File: src/inc/dfk_pkg.sv
package dfk_pkg;
	// ----------------------------------------
	// Fault codes shown on the display
	// ----------------------------------------
	localparam logic [5:0] FC_NONE = 6'h00;
	localparam logic [5:0] FC_HEAT = 6'h01;
	localparam logic [5:0] FC_UNDERVOLT = 6'h05;
	localparam logic [5:0] FC_OVERSPEED = 6'h08;
	localparam logic [5:0] FC_PHASES = 6'h10;
	localparam logic [5:0] FC_ADC = 6'h11;
	localparam logic [5:0] FC_CANOFF = 6'h17;
	localparam logic [5:0] FC_WARN = 6'h18;
	localparam logic [5:0] FC_LIMIT = 6'h1A;
	localparam logic [5:0] FC_STO_SEQ = 6'h1B;
	// Display modes
	localparam logic [1:0] DISP_IDLE = 2'h0;
	localparam logic [1:0] DISP_FAULT = 2'h1;
	localparam logic [1:0] DISP_WARN = 2'h2;
	localparam logic [1:0] DISP_STO = 2'h3;
	// Thresholds and configuration
	localparam logic [7:0] HEAT_LIMIT_C = 8'h50;
	localparam logic [9:0] UNDERVOLT_LIMIT_V = 10'h064;
	localparam logic [7:0] CFG_HW_RESET_ONLY = 8'h10;
	// Starred-fault mask, bit n set when code n is hardware-reset only
	localparam logic [31:0] STARRED_MASK = 32'h0AB64B90;
	// Power-on station and baud defaults
	localparam logic [7:0] STATION_RST = 8'h01;
	localparam logic [6:0] BAUD_CODE_RST = 7'h64;
	localparam logic [10:0] BAUD_KBPS_RST = 11'h3E8;
	// Timing
	localparam int CLK_HZ = 20000000;
	localparam int DOUBLE_TAP_MS = 300;
	localparam int DOUBLE_TAP_CYC = CLK_HZ / 1000 * DOUBLE_TAP_MS;
	localparam logic [3:0] DIGIT_TEN = 4'hA;
endpackage : dfk_pkg

File: src/core/dfk_baud_decode.sv
`timescale 1ns/100ps
`default_nettype none
module dfk_baud_decode (
	input wire logic [6:0] code, // Displayed baud code
	output logic [10:0] kbps, // Rate in kbit/s, 0 when code invalid
	output logic valid // Code is one of the listed values
);
	always_comb
	begin
		valid = 1'b1;
		unique case (code)
			7'h01: kbps = 11'h00A;
			7'h02: kbps = 11'h014;
			7'h05: kbps = 11'h032;
			7'h0A: kbps = 11'h064;
			7'h0C: kbps = 11'h07D;
			7'h19: kbps = 11'h0FA;
			7'h21: kbps = 11'h14D;
			7'h32: kbps = 11'h1F4;
			7'h42: kbps = 11'h29A;
			7'h50: kbps = 11'h320;
			7'h64: kbps = 11'h3E8;
			default:
			begin
				kbps = 11'h000;
				valid = 1'b0;
			end
		endcase
	end
endmodule : dfk_baud_decode
`default_nettype wire

File: src/core/dfk_supervisor.sv
`timescale 1ns/100ps
`default_nettype none
// What this block does
// - Any fault: show code, open ready, off, brake
// - Heat sink above 80 C raises F01
// - DC bus below 100 V raises F05
// - STO and enable together raise F27
// - Config 16: starred faults cleared by reset only
// - Clear command clears non-starred faults
// - Disabled with STO low shows STO status
// - Two or three missing phases raise F16
// - Escalated warning becomes F24 full fault
// - CAN bus-off raises F23
// - Overspeed raises F08
// - Conversion error raises F17
// - Limit switch error while homing raises F26
// - Single key press steps by one
// - Double press steps by ten
// - Right held then left means enter
// - Right key at power-up selects advanced menu
// - Baud code decodes to kbit/s table
// - Address and baud apply after aux cycle
// - Addresses up to 255, answer own only
// - Jog runs while key held, stops on release
// - Warning shows code, keeps drive running
module dfk_supervisor #(
	parameter int TAP_CYCLES = dfk_pkg::DOUBLE_TAP_CYC // Double-press window
) (
	input wire logic clock, // 20 MHz system clock
	input wire logic nrst, // Sync reset, also the hardware reset of the drive
	input wire logic [7:0] heat_sink_temp, // Heat sink temperature, deg C
	input wire logic [9:0] dc_bus_volts, // DC bus voltage, V
	input wire logic safe_torque_off_enable, // Safe_torque_off_enable input
	input wire logic hw_enable, // Hardware enable input
	input wire logic [2:0] mains_phase_ok, // One bit per mains phase present
	input wire logic warning_active, // Any warning present
	input wire logic [5:0] warning_code, // Coded warning number
	input wire logic escalate_warnings, // Warnings become F24
	input wire logic can_bus_off, // CAN controller bus-off
	input wire logic overspeed, // Speed above limit
	input wire logic adc_error, // Conversion error
	input wire logic homing_active, // Homing move running
	input wire logic limit_switch_error, // Hardware limit switch error
	input wire logic [7:0] drive_config_word_three, // Drive configuration word
	input wire logic clear_fault_command, // Clear request pulse
	input wire logic key_up, // Up (right) key level
	input wire logic key_down, // Down (left) key level
	input wire logic aux_supply_ok, // 24V auxiliary supply present
	input wire logic jog_mode, // Jog mode selected
	input wire logic [7:0] edit_load, // Value loaded into editor
	input wire logic edit_load_strobe, // Load editor pulse
	input wire logic edit_is_baud, // Editor holds baud code
	input wire logic [7:0] cmd_station, // Station of incoming command
	input wire logic cmd_strobe, // Incoming command pulse
	output logic [5:0] display_code, // Code on LED display
	output logic [1:0] display_mode, // What the display shows
	output logic ready_to_operate_contact, // 1 = contact closed
	output logic output_stage_on, // Power stage enabled
	output logic brake_released, // 0 = holding brake engaged
	output logic [5:0] error_code_parameter, // Latched fault code
	output logic advanced_menu, // Advanced menu selected
	output logic menu_step, // One-cycle pulse: next menu item
	output logic [7:0] edit_value, // Number being edited
	output logic edit_enter, // One-cycle pulse: number accepted
	output logic [7:0] station_address, // Active station address
	output logic [10:0] baud_kbps, // Active baud rate
	output logic cmd_accept, // One-cycle pulse: command for us
	output logic jog_run, // Motor jogging at preset speed
	output logic jog_dir_up // Jog direction
);
	typedef enum logic [2:0] {
		DFK_KEY_IDLE = 3'b001,
		DFK_KEY_WAIT = 3'b010,
		DFK_KEY_ENTER = 3'b100
	} dfk_key_e;

	typedef struct packed {
		logic [5:0] code;
		logic starred;
		logic [1:0] dmode;
		logic [5:0] dcode;
		logic rdy;
		logic stage;
		logic brk_rel;
		logic adv;
		logic aux_prev;
		logic sto_prev;
		logic en_prev;
		dfk_key_e kst;
		logic last_up;
		logic up_prev;
		logic dn_prev;
		logic [23:0] tap_cnt;
		logic step;
		logic [7:0] value;
		logic enter;
		logic [7:0] pend_addr;
		logic [6:0] pend_baud;
		logic [7:0] addr;
		logic [10:0] baud;
		logic acc;
		logic jog;
		logic jog_up;
	} dfk_state_s;

	dfk_state_s st_reg, st_next;
	logic [10:0] dec_kbps;
	logic dec_valid;
	logic [5:0] new_code;
	logic fault_now;
	logic cfg_hw_only;
	logic up_rise, dn_rise;
	logic [1:0] lost_cnt;

	// ----------------------------------------
	// Mains phase loss, one flag per phase
	// ----------------------------------------
	wire logic [2:0] phase_lost;
	for (genvar g = 0; g < 3; g++)
	begin : g_phase
		assign phase_lost[g] = !mains_phase_ok[g];
	end

	dfk_baud_decode u_baud (
		.code(st_reg.pend_baud),
		.kbps(dec_kbps),
		.valid(dec_valid)
	);

	// ----------------------------------------
	// Fault detection, lowest code wins
	// ----------------------------------------
	always_comb
	begin
		// Later tests override earlier ones, so the lowest code wins
		new_code = dfk_pkg::FC_NONE;
		lost_cnt = {1'b0, phase_lost[0]} + {1'b0, phase_lost[1]} + {1'b0, phase_lost[2]};
		if (safe_torque_off_enable && hw_enable && !st_reg.sto_prev && !st_reg.en_prev)
			new_code = dfk_pkg::FC_STO_SEQ;
		if (homing_active && limit_switch_error)
			new_code = dfk_pkg::FC_LIMIT;
		if (warning_active && escalate_warnings)
			new_code = dfk_pkg::FC_WARN;
		if (can_bus_off)
			new_code = dfk_pkg::FC_CANOFF;
		if (adc_error)
			new_code = dfk_pkg::FC_ADC;
		if (lost_cnt >= 2'h2)
			new_code = dfk_pkg::FC_PHASES;
		if (overspeed)
			new_code = dfk_pkg::FC_OVERSPEED;
		if (dc_bus_volts < dfk_pkg::UNDERVOLT_LIMIT_V)
			new_code = dfk_pkg::FC_UNDERVOLT;
		if (heat_sink_temp > dfk_pkg::HEAT_LIMIT_C)
			new_code = dfk_pkg::FC_HEAT;
		fault_now = (new_code != dfk_pkg::FC_NONE);
		cfg_hw_only = (drive_config_word_three == dfk_pkg::CFG_HW_RESET_ONLY);
		up_rise = key_up && !st_reg.up_prev;
		dn_rise = key_down && !st_reg.dn_prev;
	end

	// ----------------------------------------
	// Next-state logic
	// ----------------------------------------
	always_comb
	begin
		st_next = st_reg;
		// Previous levels for edge detection, reset low like idle pins
		st_next.sto_prev = safe_torque_off_enable;
		st_next.en_prev = hw_enable;
		st_next.up_prev = key_up;
		st_next.dn_prev = key_down;
		st_next.aux_prev = aux_supply_ok;
		st_next.step = 1'b0;
		st_next.enter = 1'b0;
		st_next.acc = 1'b0;

		// Clear first so a fault in the same cycle still latches
		if (clear_fault_command && st_reg.code != dfk_pkg::FC_NONE)
		begin
			if (!(st_reg.starred && cfg_hw_only))
				st_next.code = dfk_pkg::FC_NONE;
		end
		// A code still held is never replaced by a newer fault
		if (fault_now && st_next.code == dfk_pkg::FC_NONE)
		begin
			st_next.code = new_code;
			st_next.starred = dfk_pkg::STARRED_MASK[new_code[4:0]];
		end

		// ----------------------------------------
		// Safe state and display
		// ----------------------------------------
		if (st_next.code != dfk_pkg::FC_NONE)
		begin
			st_next.rdy = 1'b0;
			st_next.stage = 1'b0;
			st_next.brk_rel = 1'b0;
			st_next.dmode = dfk_pkg::DISP_FAULT;
			st_next.dcode = st_next.code;
		end
		else
		begin
			st_next.rdy = 1'b1;
			st_next.stage = hw_enable && safe_torque_off_enable;
			st_next.brk_rel = hw_enable && safe_torque_off_enable;
			if (!hw_enable && !safe_torque_off_enable)
			begin
				st_next.dmode = dfk_pkg::DISP_STO;
				st_next.dcode = dfk_pkg::FC_NONE;
			end
			else if (warning_active)
			begin
				st_next.dmode = dfk_pkg::DISP_WARN;
				st_next.dcode = warning_code;
			end
			else
			begin
				st_next.dmode = dfk_pkg::DISP_IDLE;
				st_next.dcode = dfk_pkg::FC_NONE;
			end
		end

		// ----------------------------------------
		// Menu choice on aux power-up
		// ----------------------------------------
		// Pending settings take effect only here, never while running
		if (aux_supply_ok && !st_reg.aux_prev)
		begin
			st_next.adv = key_up;
			st_next.addr = st_reg.pend_addr;
			if (dec_valid)
				st_next.baud = dec_kbps;
		end

		// ----------------------------------------
		// Keypad
		// ----------------------------------------
		// Counts down the double-press window
		if (st_reg.tap_cnt != 24'h000000)
			st_next.tap_cnt = st_reg.tap_cnt - 24'h000001;
		if (edit_load_strobe)
			st_next.value = edit_load;
		unique case (st_reg.kst)
			DFK_KEY_IDLE:
			begin
				if (key_up && dn_rise)
					st_next.kst = DFK_KEY_ENTER;
				else if (up_rise || dn_rise)
				begin
					st_next.step = up_rise;
					st_next.value = up_rise ? st_reg.value + 8'h01 : st_reg.value - 8'h01;
					st_next.last_up = up_rise;
					st_next.tap_cnt = TAP_CYCLES[23:0];
					st_next.kst = DFK_KEY_WAIT;
				end
			end
			DFK_KEY_WAIT:
			begin
				if (key_up && dn_rise)
				begin
					// The right press already stepped the value; keep it
					st_next.kst = DFK_KEY_ENTER;
				end
				else if ((up_rise && st_reg.last_up) || (dn_rise && !st_reg.last_up))
				begin
					// Undo the first step and apply ten in total
					st_next.value = st_reg.last_up ? st_reg.value + 8'(dfk_pkg::DIGIT_TEN - 4'h1)
						: st_reg.value - 8'(dfk_pkg::DIGIT_TEN - 4'h1);
					st_next.kst = DFK_KEY_IDLE;
				end
				// Window over or the other key: back to single presses
				else if (st_reg.tap_cnt == 24'h000000 || up_rise || dn_rise)
					st_next.kst = DFK_KEY_IDLE;
			end
			DFK_KEY_ENTER:
			begin
				st_next.enter = 1'b1;
				// Accepted number waits as a pending setting
				if (edit_is_baud)
					st_next.pend_baud = st_reg.value[6:0];
				else
					st_next.pend_addr = st_reg.value;
				st_next.kst = DFK_KEY_IDLE;
			end
			default:
				st_next.kst = DFK_KEY_IDLE;
		endcase

		// ----------------------------------------
		// Station filter
		// ----------------------------------------
		// Address 0 is unset and never answers
		if (cmd_strobe && cmd_station == st_reg.addr && st_reg.addr != 8'h00)
			st_next.acc = 1'b1;

		// ----------------------------------------
		// Jog
		// ----------------------------------------
		// Stops the cycle a key is released or a fault latches
		st_next.jog = jog_mode && (key_up ^ key_down) && st_next.code == dfk_pkg::FC_NONE
			&& st_next.stage;
		st_next.jog_up = key_up;
	end

	// ----------------------------------------
	// State register
	// ----------------------------------------
	always_ff @(posedge clock)
	begin
		if (!nrst)
		begin
			st_reg <= '0;
			st_reg.kst <= DFK_KEY_IDLE;
			// Power-on station and baud defaults
			st_reg.pend_addr <= dfk_pkg::STATION_RST;
			st_reg.pend_baud <= dfk_pkg::BAUD_CODE_RST;
			st_reg.addr <= dfk_pkg::STATION_RST;
			st_reg.baud <= dfk_pkg::BAUD_KBPS_RST;
		end
		else
			st_reg <= st_next;
	end

	// ----------------------------------------
	// Outputs
	// ----------------------------------------
	assign display_code = st_reg.dcode;
	assign display_mode = st_reg.dmode;
	assign ready_to_operate_contact = st_reg.rdy;
	assign output_stage_on = st_reg.stage;
	assign brake_released = st_reg.brk_rel;
	assign error_code_parameter = st_reg.code;
	assign advanced_menu = st_reg.adv;
	assign menu_step = st_reg.step;
	assign edit_value = st_reg.value;
	assign edit_enter = st_reg.enter;
	assign station_address = st_reg.addr;
	assign baud_kbps = st_reg.baud;
	assign cmd_accept = st_reg.acc;
	assign jog_run = st_reg.jog;
	assign jog_dir_up = st_reg.jog_up;
endmodule : dfk_supervisor
`default_nettype wire

File: config.mk
export PLATFORM = sky130hd
export DESIGN_NAME = dfk_supervisor
export DESIGN_NICKNAME = d
export VERILOG_FILES = /design/src/inc/dfk_pkg.sv /design/src/core/dfk_baud_decode.sv /design/src/core/dfk_supervisor.sv
export SDC_FILE = /design/constraint.sdc
export NUM_CORES = 1
export LEC_CHECK = 0
export BUFFER_PORTS_ARGS = -buffer_cell sky130_fd_sc_hd__buf_2
export CORE_ASPECT_RATIO = 2
export CORE_MARGIN = 8
export CORE_UTILIZATION = 51
export CTS_BUF_LIST = sky130_fd_sc_hd__clkbuf_2 sky130_fd_sc_hd__clkbuf_4 sky130_fd_sc_hd__clkbuf_8
export CTS_CLUSTER_DIAMETER = 200
export CTS_CLUSTER_SIZE = 28
export DETAILED_ROUTE_END_ITERATION = 10
export GPL_TIMING_DRIVEN = 0
export PLACE_DENSITY_LB_ADDON = 0.1
export SYNTH_ARGS = -nofsm -noshare
export SYNTH_HDL_FRONTEND = slang
export SYNTH_SLANG_ARGS = --single-unit
File: constraint.sdc
create_clock -name clock -period 2.3 [get_ports clock]
set_input_delay 0.115 -clock clock [delete_from_list [all_inputs] [get_ports clock]]
set_output_delay 0.115 -clock clock [all_outputs]
set_load 0.05 [all_outputs]
==> impl_metrics.py <==
metrics = {
    "drt": {
        "highest_layer": "met4",
        "drt-initial-drc-count": 244,
        "first_pass_iters": 4,
        "drt-wirelength-per-cell_um": 16.7,
        "met3_length_um": 677,
        "drtAntennaViolNets": 0,
        "vias": 5359,
        "drt-met1-wl_mm": 5.71,
        "vias_per_cell": 5.56,
        "routed_wl_mm": 16.1,
        "drt_drc_violations_left": 0,
        "met2WireLength_mm": 9.15,
    },
    "synth": {
        "synth_flop_cell": "dfxtp_1",
        "synth_area_mm2": 0.00566,
        "yosys.area.top_type": "dfxtp_1",
        "synth_cells": 676,
        "synth_common_cells": "dfxtp_1, nand2_1, a21oi_1",
        "synth_edf_count": 0,
        "async_flop_share_pct": 0,
        "synth_warnings": 0,
        "yosysMostFrequentCell": "dfxtp_1",
        "synth-seq-area-share_pct": 34.3,
        "yosys_register_bits": 97,
        "postSynthNetCount": 765,
        "synth_area_leaders": "dfxtp_1, buf_4, nand2_1",
        "syn-mean-instance-area_um2": 8.37,
        "synth_top_cell_area_share_pct": 34.3,
        "yosysUniqueCellTypes": 85,
    },
    "status": {
        "outcome": "finished clean",
    },
    "critical_path": {
        "crit_path_cell_trace": "inv_1, fa_1, nor2b_1, o21ai_1, a21oi_2, nor3_1, or4b_2, a21oi_1",
        "critical_path.top_delay_family": "simple AND/OR/NAND/NOR gates",
        "path_buf_inv": 1,
        "r2r_slack_ns": 0.04,
        "cpMaxStageDelayCell": "or4b_2",
        "crit_start": "edit_value[1]",
        "end_kind": "register",
        "cp.depth": 8,
        "endpoint": "edit_value[6]",
        "start_kind": "register",
        "reg2reg_depth": 8,
        "r2r_start": "edit_value[1]",
        "crit_arrival_ns": 2.56,
        "max_stage_delay_ns": 0.61,
        "cp.required_ns": 2.60,
        "crit_type": "register to register",
        "worstReg2RegEnd": "edit_value[6]",
        "crit_fanout": 7,
    },
    "clock_network": {
        "clkTransAtPathRegs_ns": 0.09,
        "h-tree-depth": 3,
        "clock_latency_ns": 0.38,
        "clockRootBuffer": "clkbuf_8",
        "tritoncts": "built",
        "numCtsBuffers": 9,
        "cts_num_sinks": 97,
        "clk_path_buf_depth": 2,
    },
    "die": {
        "start_util_pct": 52.0,
        "die_w_um": 90.5,
        "die_area_mm2": 0.0149,
        "die_h_um": 165,
        "ioPinCount": 120,
        "num_rows": 54,
        "design.core.area_mm2": 0.0109,
    },
    "place": {
        "dp_hpwl_mm": 12.6,
        "io_buffers": 114,
        "dp_cells": 930,
        "gp_congestion": 0.926,
    },
    "cells_and_area": {
        "n_antenna_cell": 0,
        "regArea_mm2": 0.00195,
        "largest_reg_flops": 48,
        "final_cells": 964,
        "layout-drive-gt1-share_pct": 30.8,
        "multi_input_comb_area_mm2": 0.00332,
        "fillers": 1004,
        "finish.utilization_pct": 63.4,
        "nNetsFinal": 908,
        "area_delta_synth_final_pct": 21.9,
    },
    "sta": {
        "setup_viol": 0,
        "min_period_ns": 2.26,
        "worstMarginPinSlew_ns": 0.852,
        "post-route-period-util_pct": 98.2,
        "slew_headroom_pct": 43.1,
        "tns_ns": 0,
        "worst_clock_skew_ns": 0.0152,
        "hold_viol": 0,
        "maxSlewViolCount": 0,
        "clock.fmax_mhz": 443,
        "holdWs_ns": 0.0139,
    },
    "grt": {
        "grt_pass1_wl_mm": 25.4,
        "grt_pass1_vias": 5388,
        "grt_usage_pct": 20.8,
        "grt_max_degree": 17,
        "overflow": 0,
        "antenna_found_initial": 0,
    },
    "power_and_ir_drop": {
        "p_leak_nw": 2.94,
        "p_per_area_mw_per_mm2": 759,
        "ir_drop_mv": 0.656,
    },
    "worst_hold_path": {
        "hold_class": "input port to register",
        "holdCritStartpoint": "key_down",
    },
    "run": {
        "maxCapViolCount": 0,
    },
}
==> final cells by class <==
class / instances / area share (%)
Inverter: 18 / 1.14
Buffer: 70 / 6.42
Multi-Input combinational cell: 490 / 48.1
Timing Repair Buffer: 133 / 10.4
Clock buffer: 11 / 2.10
Sequential cell: 97 / 28.3
Clock inverter: 5 / 0.889
Tap cell: 140 / 2.54
==> how the worst min path moves through the flow <==
stage / end / slack, ns / depth (start not counted)
6_report: st_reg[71] / 0.01 / 2
5_1_grt: cmd_accept / 0.009 / 4
4_1_cts: st_reg[71] / 0.008 / 2
3_5_place_dp: st_reg[79] / 0.36 / 2
3_3_place_gp: jog_run / 0.36 / 3
2_1_floorplan: jog_run / 0.23 / 2
==> placed cells by master, fill, tap and decap left out, types with 5 or more instances in the layout <==
cell,n
nor3b_1,5
o21ai_0,13
or3b_2,5
nor2_1,53
nand3b_1,5
buf_4,60
mux2i_1,6
nand2_1,80
nand4b_1,7
o211ai_1,7
inv_1,15
o21a_1,6
dfxtp_1,93
and2_1,11
ha_1,16
nand3_1,26
a21oi_1,55
nor2b_1,9
mux2_2,6
xor2_1,15
clkbuf_8,10
buf_2,118
xnor2_1,24
nor3_1,18
nor4_1,8
and3_1,5
o22ai_1,5
clkbuf_1,16
==> stage by stage <==
| stage | cell area [um2] | total power, mW | setup slack [ns] |
|---|---|---|---|
| after floorplan | 5660 | 3.53 | 0.0351 |
| after global placement | 6410 | 3.92 | -0.321 |
| after CTS | 6710 | 5.17 | 0.000987 |
| after global routing | 6900 | 5.53 | -0.0430 |
| after detailed placement | 6410 | 3.98 | -0.321 |
| final | 6900 | 5.24 | 0.0423 |
==> what timing repair did <==
item / 4_1_cts / 5_1_grt
endpoints found under the setup margin: 21 / 30
pin swaps: 1 / 3
resized for setup: 13 / 21
setup buffers: 3 / 13
hold buffers: 3 / 0
hold endpoints to repair: 3 / 0
==> metal layers <==
metal,up-vias,track usage [%]
li1,2652,-
met2,145,42.3
met3,41,4.23
met5,-,0
met4,0,10.5
met1,2521,18.6
==> power breakdown <==
part           total, mW  switching [mW]  internal (mW)
Sequential          2.09           0.222           1.87
Clock               1.17           0.610          0.555
Combinational       1.98            1.12          0.864
Total               5.24            1.95           3.29
==> logic make-up after synthesis <==
family / count (synthesis) / synth area share, %
adder cells (fa/ha/maj): 19 / 4.47
AO/OA/AOI/OAI: 140 / 16.8
XOR/XNOR: 39 / 6.04
buffers and inverters: 89 / 9.04
other: 1 / 0.0663
AND/OR/NAND/NOR: 278 / 26.9
multiplexers: 13 / 2.43
flip-flops: 97 / 34.3
==> worst register-to-register path, stage by stage (launching register included) <==
cell	delay, ns
dfxtp_4	0.41
inv_1	0.10
fa_1	0.45
nor2b_1	0.14
o21ai_1	0.11
a21oi_2	0.18
nor3_1	0.06
or4b_2	0.61
a21oi_1	0.13
Power figures use the tool's default switching activity.
